## config.mk

```make
export PLATFORM = sky130hd
export DESIGN_NAME = qcs_status_top
export DESIGN_NICKNAME = d
export VERILOG_FILES = /design/src/rtl/qcs_pkg.sv /design/src/rtl/qcs_status_group.sv /design/src/rtl/qcs_status_top.sv
export SDC_FILE = /design/constraint.sdc
export NUM_CORES = 1
export LEC_CHECK = 0
export BUFFER_PORTS_ARGS = -buffer_cell sky130_fd_sc_hd__buf_4
export CAP_MARGIN = 15
export CORE_MARGIN = 1.5
export CORE_UTILIZATION = 30
export DETAILED_ROUTE_END_ITERATION = 16
export SLEW_MARGIN = 5
export SYNTH_ARGS = -nofsm -noshare
export SYNTH_HDL_FRONTEND = slang
export SYNTH_SLANG_ARGS = --single-unit
export TNS_END_PERCENT = 20
```

## constraint.sdc

```tcl
create_clock -name core_clk_i -period 2 [get_ports core_clk_i]
set_input_delay 0.4 -clock core_clk_i [delete_from_list [all_inputs] [get_ports core_clk_i]]
set_output_delay 0.4 -clock core_clk_i [all_outputs]
set_load 0.01 [all_outputs]
```

## src/rtl/qcs_pkg.sv

```systemverilog
// Shared constants and types for the questionable and calibration status groups
package qcs_pkg;

  // ----------------------------------------------------------------
  // Widths and bit positions
  // ----------------------------------------------------------------
  localparam int unsigned QCS_STATUS_W = 16;
  localparam int unsigned QCS_RESERVED_BIT = 15;
  localparam int unsigned QCS_CAL_SUMMARY_BIT = 8;
  localparam int unsigned QCS_CAL_FAIL_W = 5;

  // ----------------------------------------------------------------
  // Calibration failure bit positions
  // ----------------------------------------------------------------
  localparam int unsigned QCS_CAL_SPECTRUM_BIT = 0;
  localparam int unsigned QCS_CAL_SAMPLER_BIT = 1;
  localparam int unsigned QCS_CAL_COUNTER_BIT = 2;
  localparam int unsigned QCS_CAL_VOLTMETER_BIT = 3;
  localparam int unsigned QCS_CAL_TXZERO_BIT = 4;

  // ----------------------------------------------------------------
  // Reset values
  // ----------------------------------------------------------------
  localparam logic [15:0] QCS_RISE_RESET = 16'h7fff;
  localparam logic [15:0] QCS_FALL_RESET = 16'h0000;
  localparam logic [15:0] QCS_EVENT_RESET = 16'h0000;
  localparam logic [15:0] QCS_ENABLE_RESET = 16'h0000;
  localparam logic [15:0] QCS_COND_RESET = 16'h0000;

  // ----------------------------------------------------------------
  // Command selectors
  // ----------------------------------------------------------------
  typedef enum logic [0:0] {
    QCS_GRP_QUESTIONABLE_GROUP = 1'b0,
    QCS_GRP_CAL = 1'b1
  } qcs_group_t;

  typedef enum logic [2:0] {
    QCS_REG_COND = 3'b000,
    QCS_REG_RISE = 3'b001,
    QCS_REG_FALL = 3'b010,
    QCS_REG_EVENT = 3'b011,
    QCS_REG_ENABLE = 3'b100
  } qcs_reg_t;

endpackage

```

## src/rtl/qcs_status_group.sv

```systemverilog
// One status group: transition filters, latched events, enable mask, summary
`timescale 1ns/1ps
`default_nettype none
module qcs_status_group #(
  parameter int unsigned WIDTH = qcs_pkg::QCS_STATUS_W
) (
  // Clock and reset
  input wire logic core_clk_i,
  input wire logic sys_rst_i,
  // Live condition
  input wire logic [WIDTH-1:0] cond_i,
  // Register access
  input wire logic rise_wr_i,
  input wire logic fall_wr_i,
  input wire logic enable_wr_i,
  input wire logic [WIDTH-1:0] wdata_i,
  input wire logic event_rd_i,
  input wire logic clear_status_i,
  // Register contents
  output logic [WIDTH-1:0] rise_o,
  output logic [WIDTH-1:0] fall_o,
  output logic [WIDTH-1:0] event_o,
  output logic [WIDTH-1:0] enable_o,
  output logic summary_o
);
  import qcs_pkg::*;

  // ----------------------------------------------------------------
  // Parameter check
  // ----------------------------------------------------------------
  if (WIDTH != QCS_STATUS_W) begin : g_bad_width
    $error("qcs_status_group: WIDTH must be 16");
  end

  typedef struct packed {
    logic [WIDTH-1:0] cond_prev;
    logic [WIDTH-1:0] rise;
    logic [WIDTH-1:0] fall;
    logic [WIDTH-1:0] evt;
    logic [WIDTH-1:0] enable;
  } qcs_grp_state_t;

  qcs_grp_state_t st_q;
  qcs_grp_state_t st_d;
  logic [WIDTH-1:0] set_bits;

  // ----------------------------------------------------------------
  // Next state
  // ----------------------------------------------------------------
  always_comb begin
    st_d = st_q;
    st_d.cond_prev = cond_i;
    set_bits = (cond_i & ~st_q.cond_prev & st_q.rise) |
               (~cond_i & st_q.cond_prev & st_q.fall);
    if (rise_wr_i) begin
      st_d.rise = wdata_i;
    end
    if (fall_wr_i) begin
      st_d.fall = wdata_i;
    end
    if (enable_wr_i) begin
      st_d.enable = wdata_i;
    end
    // Set wins over a clear in the same cycle
    st_d.evt = ((event_rd_i || clear_status_i) ? '0 : st_q.evt) | set_bits;
  end

  always_ff @(posedge core_clk_i) begin
    if (sys_rst_i) begin
      st_q <= '{QCS_COND_RESET, QCS_RISE_RESET, QCS_FALL_RESET,
                QCS_EVENT_RESET, QCS_ENABLE_RESET};
    end else begin
      st_q <= st_d;
    end
  end

  assign rise_o = st_q.rise;
  assign fall_o = st_q.fall;
  assign event_o = st_q.evt;
  assign enable_o = st_q.enable;
  assign summary_o = |(st_q.evt & st_q.enable);

endmodule
`default_nettype wire

```

## src/rtl/qcs_status_top.sv

```systemverilog
// Questionable and calibration status register groups behind the status command port
// Overview of operation
// - All registers of both groups are sixteen bits wide.
// - Each group has condition, two filters, event, enable and a summary.
// - Condition bit 15 always reads zero.
// - Questionable condition bit 8 is the calibration summary; others read zero.
// - Calibration condition bits 0-4 are five failure flags; bits 5-14 zero.
// - Event register clears on its query and on clear-status.
// - Enable register changes only by a write; reading leaves it alone.
// - Condition query returns live condition and changes nothing.
// - Rising or falling filter query returns that filter.
// - A filter write stores the written value as the new mask.
// - Event query returns the latched event register.
// - Enable register may be read, and a write stores the new mask.
`timescale 1ns/1ps
`default_nettype none
module qcs_status_top #(
  parameter int unsigned CAL_FAIL_W = qcs_pkg::QCS_CAL_FAIL_W
) (
  // Clock and reset
  input wire logic core_clk_i,
  input wire logic sys_rst_i,
  // Status command port
  input wire logic cmd_valid_i,
  input wire logic cmd_write_i,
  input wire qcs_pkg::qcs_group_t cmd_group_i,
  input wire qcs_pkg::qcs_reg_t cmd_reg_i,
  input wire logic [qcs_pkg::QCS_STATUS_W-1:0] cmd_data_i,
  input wire logic clear_status_i,
  // Calibration failure flags
  input wire logic [CAL_FAIL_W-1:0] cal_fail_i,
  // Query answer
  output logic rsp_valid_o,
  output logic [qcs_pkg::QCS_STATUS_W-1:0] rsp_data_o,
  // Summaries
  output logic questionable_group_summary_o,
  output logic cal_summary_o
);
  import qcs_pkg::*;

  // ----------------------------------------------------------------
  // Parameter check
  // ----------------------------------------------------------------
  if (CAL_FAIL_W != QCS_CAL_FAIL_W) begin : g_bad_fail_w
    $error("qcs_status_top: CAL_FAIL_W must be 5");
  end

  // ----------------------------------------------------------------
  // Decode helpers
  // ----------------------------------------------------------------
  function automatic logic cmd_hit(input logic valid, input logic wr, input logic want_wr,
                                   input qcs_group_t grp, input qcs_group_t want_grp,
                                   input qcs_reg_t sel, input qcs_reg_t want_sel);
    cmd_hit = valid && (wr == want_wr) && (grp == want_grp) && (sel == want_sel);
  endfunction

  function automatic logic [QCS_STATUS_W-1:0] reg_pick(input qcs_reg_t sel,
      input logic [QCS_STATUS_W-1:0] cond, input logic [QCS_STATUS_W-1:0] rise,
      input logic [QCS_STATUS_W-1:0] fall, input logic [QCS_STATUS_W-1:0] evt,
      input logic [QCS_STATUS_W-1:0] en);
    unique case (sel)
      QCS_REG_COND: reg_pick = cond;
      QCS_REG_RISE: reg_pick = rise;
      QCS_REG_FALL: reg_pick = fall;
      QCS_REG_EVENT: reg_pick = evt;
      QCS_REG_ENABLE: reg_pick = en;
      default: reg_pick = '0;
    endcase
  endfunction

  // ----------------------------------------------------------------
  // Group wiring
  // ----------------------------------------------------------------
  logic [QCS_STATUS_W-1:0] questionable_condition;
  logic [QCS_STATUS_W-1:0] calibration_condition;
  logic [QCS_STATUS_W-1:0] questionable_group_rise;
  logic [QCS_STATUS_W-1:0] questionable_group_fall;
  logic [QCS_STATUS_W-1:0] questionable_group_event;
  logic [QCS_STATUS_W-1:0] questionable_group_enable;
  logic [QCS_STATUS_W-1:0] cal_rise;
  logic [QCS_STATUS_W-1:0] cal_fall;
  logic [QCS_STATUS_W-1:0] cal_event;
  logic [QCS_STATUS_W-1:0] cal_enable;
  logic questionable_group_sum;
  logic cal_sum;

  always_comb begin
    questionable_condition = '0;
    questionable_condition[QCS_CAL_SUMMARY_BIT] = cal_sum;
    questionable_condition[QCS_RESERVED_BIT] = 1'b0;
    calibration_condition = '0;
    calibration_condition[CAL_FAIL_W-1:0] = cal_fail_i;
    calibration_condition[QCS_RESERVED_BIT] = 1'b0;
  end

  qcs_status_group #(
    .WIDTH(QCS_STATUS_W)
  ) u_questionable_group_group (
    .core_clk_i(core_clk_i),
    .sys_rst_i(sys_rst_i),
    .cond_i(questionable_condition),
    .rise_wr_i(cmd_hit(cmd_valid_i, cmd_write_i, 1'b1, cmd_group_i, QCS_GRP_QUESTIONABLE_GROUP,
                       cmd_reg_i, QCS_REG_RISE)),
    .fall_wr_i(cmd_hit(cmd_valid_i, cmd_write_i, 1'b1, cmd_group_i, QCS_GRP_QUESTIONABLE_GROUP,
                       cmd_reg_i, QCS_REG_FALL)),
    .enable_wr_i(cmd_hit(cmd_valid_i, cmd_write_i, 1'b1, cmd_group_i, QCS_GRP_QUESTIONABLE_GROUP,
                         cmd_reg_i, QCS_REG_ENABLE)),
    .wdata_i(cmd_data_i),
    .event_rd_i(cmd_hit(cmd_valid_i, cmd_write_i, 1'b0, cmd_group_i, QCS_GRP_QUESTIONABLE_GROUP,
                        cmd_reg_i, QCS_REG_EVENT)),
    .clear_status_i(clear_status_i),
    .rise_o(questionable_group_rise),
    .fall_o(questionable_group_fall),
    .event_o(questionable_group_event),
    .enable_o(questionable_group_enable),
    .summary_o(questionable_group_sum)
  );

  qcs_status_group #(
    .WIDTH(QCS_STATUS_W)
  ) u_cal_group (
    .core_clk_i(core_clk_i),
    .sys_rst_i(sys_rst_i),
    .cond_i(calibration_condition),
    .rise_wr_i(cmd_hit(cmd_valid_i, cmd_write_i, 1'b1, cmd_group_i, QCS_GRP_CAL,
                       cmd_reg_i, QCS_REG_RISE)),
    .fall_wr_i(cmd_hit(cmd_valid_i, cmd_write_i, 1'b1, cmd_group_i, QCS_GRP_CAL,
                       cmd_reg_i, QCS_REG_FALL)),
    .enable_wr_i(cmd_hit(cmd_valid_i, cmd_write_i, 1'b1, cmd_group_i, QCS_GRP_CAL,
                         cmd_reg_i, QCS_REG_ENABLE)),
    .wdata_i(cmd_data_i),
    .event_rd_i(cmd_hit(cmd_valid_i, cmd_write_i, 1'b0, cmd_group_i, QCS_GRP_CAL,
                        cmd_reg_i, QCS_REG_EVENT)),
    .clear_status_i(clear_status_i),
    .rise_o(cal_rise),
    .fall_o(cal_fall),
    .event_o(cal_event),
    .enable_o(cal_enable),
    .summary_o(cal_sum)
  );

  // ----------------------------------------------------------------
  // Query answer register
  // ----------------------------------------------------------------
  typedef struct packed {
    logic rsp_valid;
    logic [QCS_STATUS_W-1:0] rsp_data;
  } qcs_top_state_t;

  qcs_top_state_t st_q;
  qcs_top_state_t st_d;

  always_comb begin
    st_d = st_q;
    st_d.rsp_valid = cmd_valid_i && !cmd_write_i;
    if (cmd_valid_i && !cmd_write_i) begin
      if (cmd_group_i == QCS_GRP_QUESTIONABLE_GROUP) begin
        st_d.rsp_data = reg_pick(cmd_reg_i, questionable_condition, questionable_group_rise, questionable_group_fall,
                                 questionable_group_event, questionable_group_enable);
      end else begin
        st_d.rsp_data = reg_pick(cmd_reg_i, calibration_condition, cal_rise, cal_fall,
                                 cal_event, cal_enable);
      end
    end
  end

  always_ff @(posedge core_clk_i) begin
    if (sys_rst_i) begin
      st_q <= '{1'b0, 16'h0000};
    end else begin
      st_q <= st_d;
    end
  end

  assign rsp_valid_o = st_q.rsp_valid;
  assign rsp_data_o = st_q.rsp_data;
  assign questionable_group_summary_o = questionable_group_sum;
  assign cal_summary_o = cal_sum;

  logic rd_cond;
  logic rd_cal_event;
  logic wr_cal_enable;
  logic wr_questionable_group_rise;
  assign rd_cond = cmd_valid_i && !cmd_write_i && (cmd_reg_i == QCS_REG_COND);
  assign rd_cal_event = cmd_hit(cmd_valid_i, cmd_write_i, 1'b0, cmd_group_i, QCS_GRP_CAL,
                                cmd_reg_i, QCS_REG_EVENT);
  assign wr_cal_enable = cmd_hit(cmd_valid_i, cmd_write_i, 1'b1, cmd_group_i, QCS_GRP_CAL,
                                 cmd_reg_i, QCS_REG_ENABLE);
  assign wr_questionable_group_rise = cmd_hit(cmd_valid_i, cmd_write_i, 1'b1, cmd_group_i, QCS_GRP_QUESTIONABLE_GROUP,
                                cmd_reg_i, QCS_REG_RISE);
endmodule
`default_nettype wire

```

### Word level (Yosys, flattened, before mapping)

Index checks and enable logic that the tools add are counted.

| storage, ports and cells | value |
|---|---|
| input bits | 30 |
| flip-flop bits (word level) | 177 |
| word-level logic and storage cells | 64 |
| output and inout bits | 19 |

| cells by class | value |
|---|---|
| eq/ne operators | 4 |
| reductions and logical operators | 21 |
| mux-type cells | 5 |
| bitwise logic cells | 20 |

Operators by type and width:

| operator | count |
|---|---|
| 16-bit case mux with 5 select lines | 2 |
| 16-bit bitwise AND | 8 |
| 16-bit OR | 4 |
| 16-bit two-way mux | 3 |
| 16-bit inverter | 2 |
| 16-bit OR reduction | 2 |
| 5-bit by 16-bit bitwise AND with 16-bit output | 1 |
| 9-bit by 16-bit bitwise AND with 16-bit output | 1 |
| 5-bit inverter with 16-bit output | 1 |
| 9-bit inverter with 16-bit output | 1 |
| 1-bit logical AND | 15 |
| 3-bit by 2-bit equality test with 1-bit output, second input constant | 2 |
| 3-bit by 1-bit equality test with 1-bit output, second input constant | 1 |
| 3-bit equality test, second input constant | 1 |
| 3-bit zero test | 1 |
| 1-bit logical OR | 2 |
| 1-bit inverter | 2 |
| 1-bit zero test | 1 |

### Depth between registers and ports, before layout

| logic depth | value |
|---|---|
| depth after elaboration | 7 |
| gate-level depth with buffers | 8 |
| depth with buffers taken out | 4 |

### Modules after synthesis

A second synthesis with hierarchy kept.

| unflattened totals | value |
|---|---|
| cell total of the unflattened synthesis | 918 |
| area total of the unflattened synthesis | 8934.8 µm² |

By module, submodules not included:

| module | times used | cells each | seq. area each (µm²) | area each (µm²) |
|---|---|---|---|---|
| qcs_status_group | 2 | 347 | 1601.5 | 3548.4 |
| qcs_status_top | 1 | 224 | 340.3 | 1838.0 |

### Worst setup path after synthesis

OpenSTA, ideal clock, no wires.

| path | value |
|---|---|
| path kind | input to register |
| from | in cmd_reg_i[0] |
| to | reg u_questionable_group_group.st_q (netlist bit u_questionable_group_group.enable_o[5]) |
| library setup time | 0.128 ns |
| path slack | 0.097 ns |
| arrival | 1.775 ns |
| data required time | 1.872 ns |
| stages | 7 |
| buffers on the path | 3 |
| cells stage by stage | buf_6 or2_1 buf_6 nor4_4 buf_6 mux2i_1 nor2_1 |

| on the way | value |
|---|---|
| word-level cells in the longest chain between the ends | 2 |

Ends and longest elaborated chain:

| what | line | RTL |
|---|---|---|
| start: declaration | qcs_status_top.sv:27 | `input wire qcs_pkg::qcs_reg_t cmd_reg_i,` |
| 3-bit equality test | qcs_status_top.sv:54 | `cmd_hit = valid && (wr == want_wr) && (grp == want_grp) && (sel == want_sel);` |
| 1-bit logical AND | qcs_status_top.sv:54 |  |
| end signal: assignment | qcs_status_group.sv:70 | `st_q <= '{QCS_COND_RESET, QCS_RISE_RESET, QCS_FALL_RESET,` |
| end signal: assignment | qcs_status_group.sv:73 | `st_q <= st_d;` |
| end: declaration | qcs_status_group.sv:43 | `qcs_grp_state_t st_q;` |

No other way between the ends.
A chain may end at the register's enable or synchronous reset.

### Final worst setup path

| path | value |
|---|---|
| from | reg u_cal_group.st_q (netlist bit u_cal_group.event_o[2]) |
| to | out cal_summary_o |

| on the way | value |
|---|---|
| word-level cells in the longest chain between the ends | 2 |

Ends and longest elaborated chain:

| what | line | RTL |
|---|---|---|
| start: declaration | qcs_status_group.sv:43 |  |
| start signal: assignment | qcs_status_group.sv:70 |  |
| start signal: assignment | qcs_status_group.sv:73 |  |
| 16-bit bitwise AND | qcs_status_group.sv:81 | `assign summary_o = \|(st_q.evt & st_q.enable);` |
| 16-bit OR reduction | qcs_status_group.sv:81 |  |
| end: declaration | qcs_status_top.sv:37 | `output logic cal_summary_o` |

No other way between the ends.

==> impl_metrics.yaml <==
run_status:
  status: "finished clean"
worst_setup_path:
  crit_start: "u_cal_group.event_o[2]"
  cp_max_fo: 5
  cp_data_required_time_ns: 1.60
  crit_type: "register to output port"
  endpoint_kind: "output port"
  cp.arrival_ns: 1.53
  r2r-start: "u_cal_group.enable_o[2]"
  r2r_slack_ns: 0.41
  cp-start-kind: "register"
cts:
  cts_tree: "built"
  htree_levels: 4
  clock_latency_ns: 0.42
  root_buffer: "clkbuf_16"
  cts_hold_buf: 0
  clock_path_buffers: 2
  cts_made_buffers: 17
  path_clk_slew_ns: 0.06
  post_cts_resized: 0
  post_cts_buffers: 0
  cts_sinks: 125
cells_and_area:
  drive_above_1_share: 0.193
  multi_input_area_sq_um: 2670
  fin_cells: 871
  regArea_sq_um: 2500
  final_net_count: 663
  area_delta_synth_final_pct: 26.7
  diodes: 0
  final_util: 0.392
  fillCellCount: 1747
grt:
  grtUsageTotal: 0.181
  grt_pass1_wl_um: 25500
  grt_max_degree: 69
  antenna_found_initial: 0
  grt-ovfl-total: 0
  first_global_vias: 4647
timing:
  setup_tns_ns: 0
  setup_viol: 0
  grt_setup_unrepaired: "false"
  skew_ns: 0.00619
  max_freq_mhz: 517
  finalCritPeriodShare: 0.967
  worst_slew_pin_slew_ns: 0.430
  slew_violations: 0
  period_needed_ns: 1.93
  relSlewSlack: 0.710
  fin_ws_ns: 0.0659
  holdWs_ns: 0.215
  finalHoldViolCount: 0
synth:
  syn_area_per_cell_sq_um: 9.29
  synthFlopType: "dfxtp_1"
  synth-edff-count: 0
  synth-seq-cells: 125
  syn-cell-area_sq_um: 5390
  seq_area_frac_synth: 0.464
  ys_types: 41
  yosysTopAreaCellShare: 0.464
  yosysMostFrequentCell: "dfxtp_1"
  synthArstFlopShare: 0
  yosys_warnings: 0
  netlist_top_cells_count: "dfxtp_1 (125), nor2_1 (58), nand2_1 (56)"
  syn_nets: 610
  syn_inst: 580
  synthTopCellsByArea: "dfxtp_1 (46%), mux2i_1 (9.5%), a211o_1 (4.9%)"
  yosys.area.top_type: "dfxtp_1"
power_and_ir_drop:
  ir_worst_vdd_mv: 0.618
  power.density_nw_per_um2: 924
  p_leak_uw: 0.00237
  switchingPower_uw: 1380
  internal-power_uw: 4920
  pwr-share-seq: 0.406
  p_comb_frac: 0.076
  p_clk_frac: 0.518
  p_sw_frac: 0.220
route:
  viasPerCell: 5.44
  drt-total-wl_um: 16100
  drtIter0Drc: 350
  ant_nets: 0
  wire_per_inst_um: 18.4
  vias: 4736
  drc: 0
  drtPass1Iterations: 5
floorplan:
  initial_utilization: 0.309
  io_pins: 49
  num_rows: 48
  die_h_um: 137
  chipWidth_um: 137
  fp.coreArea_sq_um: 17400
  dieArea_sq_um: 18800
min_path:
  hold_class: "input port to register"
  min_from: "cal_fail_i[1]"
run:
  drv_cap: 0
placed_design:
  gp_congestion: 0.826
  placed_cells: 839
  io_buffer_count: 48
  dp_worst_setup_slack_ns: 0.0628
  dp_hpwl_um: 10700
==> power by group through the flow <==
stage	Combinational, uW	Clock (uW)	Sequential (uW)
4_1_cts	472	3330	2560
6_report	478	3270	2560
3_3_place_gp	465	0	2610
5_1_grt	513	3440	2560
2_1_floorplan	239	0	2610
3_5_place_dp	471	0	2610
==> state kept, by name (all words and copies together), names as in the netlist <==
| register | flops |
|---|---|
| rsp_data_o | 16 |
| rsp_valid_o | 1 |
| u_cal_group.enable_o | 16 |
| u_cal_group.event_o | 5 |
| u_cal_group.fall_o | 16 |
| u_cal_group.rise_o | 16 |
| u_cal_group.st_q | 5 |
| u_questionable_group_group.enable_o | 16 |
| u_questionable_group_group.event_o | 1 |
| u_questionable_group_group.fall_o | 16 |
| u_questionable_group_group.rise_o | 16 |
| u_questionable_group_group.st_q | 1 |
==> per-layer routing <==
| metal | vias to the layer above | routed length (um) | track usage |
|---|---|---|---|
| li1 | 2199 | - | - |
| met1 | 2298 | 7190 | 0.232 |
| met2 | 206 | 7240 | 0.288 |
| met3 | 33 | 1220 | 0.0470 |
| met4 | 0 | 413 | 0.0784 |
| met5 | - | 0 | 0 |
==> cell families after synthesis <==
kind of cell,count (synthesis),synth area share
simple gates,188,0.174
compound gates,159,0.210
buf+inv,51,0.0441
mux,57,0.107
flops,125,0.464
==> layout by cell type, fill, tap and decap left out, types with 6 or more instances in the layout <==
cell	synthesis	layout
o21ai_0	23	23
buf_12	0	9
nor2_1	58	57
clkbuf_8	0	7
o211ai_1	11	11
nor2b_1	42	42
a21oi_1	38	38
a211o_1	30	30
nand2_1	56	56
clkbuf_16	0	17
dfxtp_1	125	125
mux2_2	6	6
a22oi_1	30	30
a32o_1	15	15
buf_4	3	73
mux2i_1	51	51
==> path summary, 6_finish.rpt <==
check	endpoint	cells past startpoint
worst max-delay path	cal_summary_o	4
worst min-delay path	u_cal_group.st_q[65]	2
worst max register to register	u_questionable_group_group.event_o[8]	4
worst min register to register	u_cal_group.enable_o[13]	2
==> worst max-delay path: stages, from the launching register on <==
cell and delay [ns]:
dfxtp_1 0.32, a22oi_1 0.18, and4_1 0.39, inv_1 0.07
buf_4 0.14
==> stage by stage <==
stage	total power (uW)	instance area, sq um
after floorplan	2850	5390
after global placement	3070	6190
after detailed placement	3080	6190
after CTS	6360	6820
after global routing	6510	6820
final	6300	6820
==> layout make-up <==
cell class	count	area share
clock inverter	4	0.0143
inverter	3	0.00165
clock buffer	28	0.0787
multi-input combinational	404	0.391
tap	225	0.0413
timing repair buffer	82	0.107
sequential	125	0.367
(Power assumes the default switching activity.)
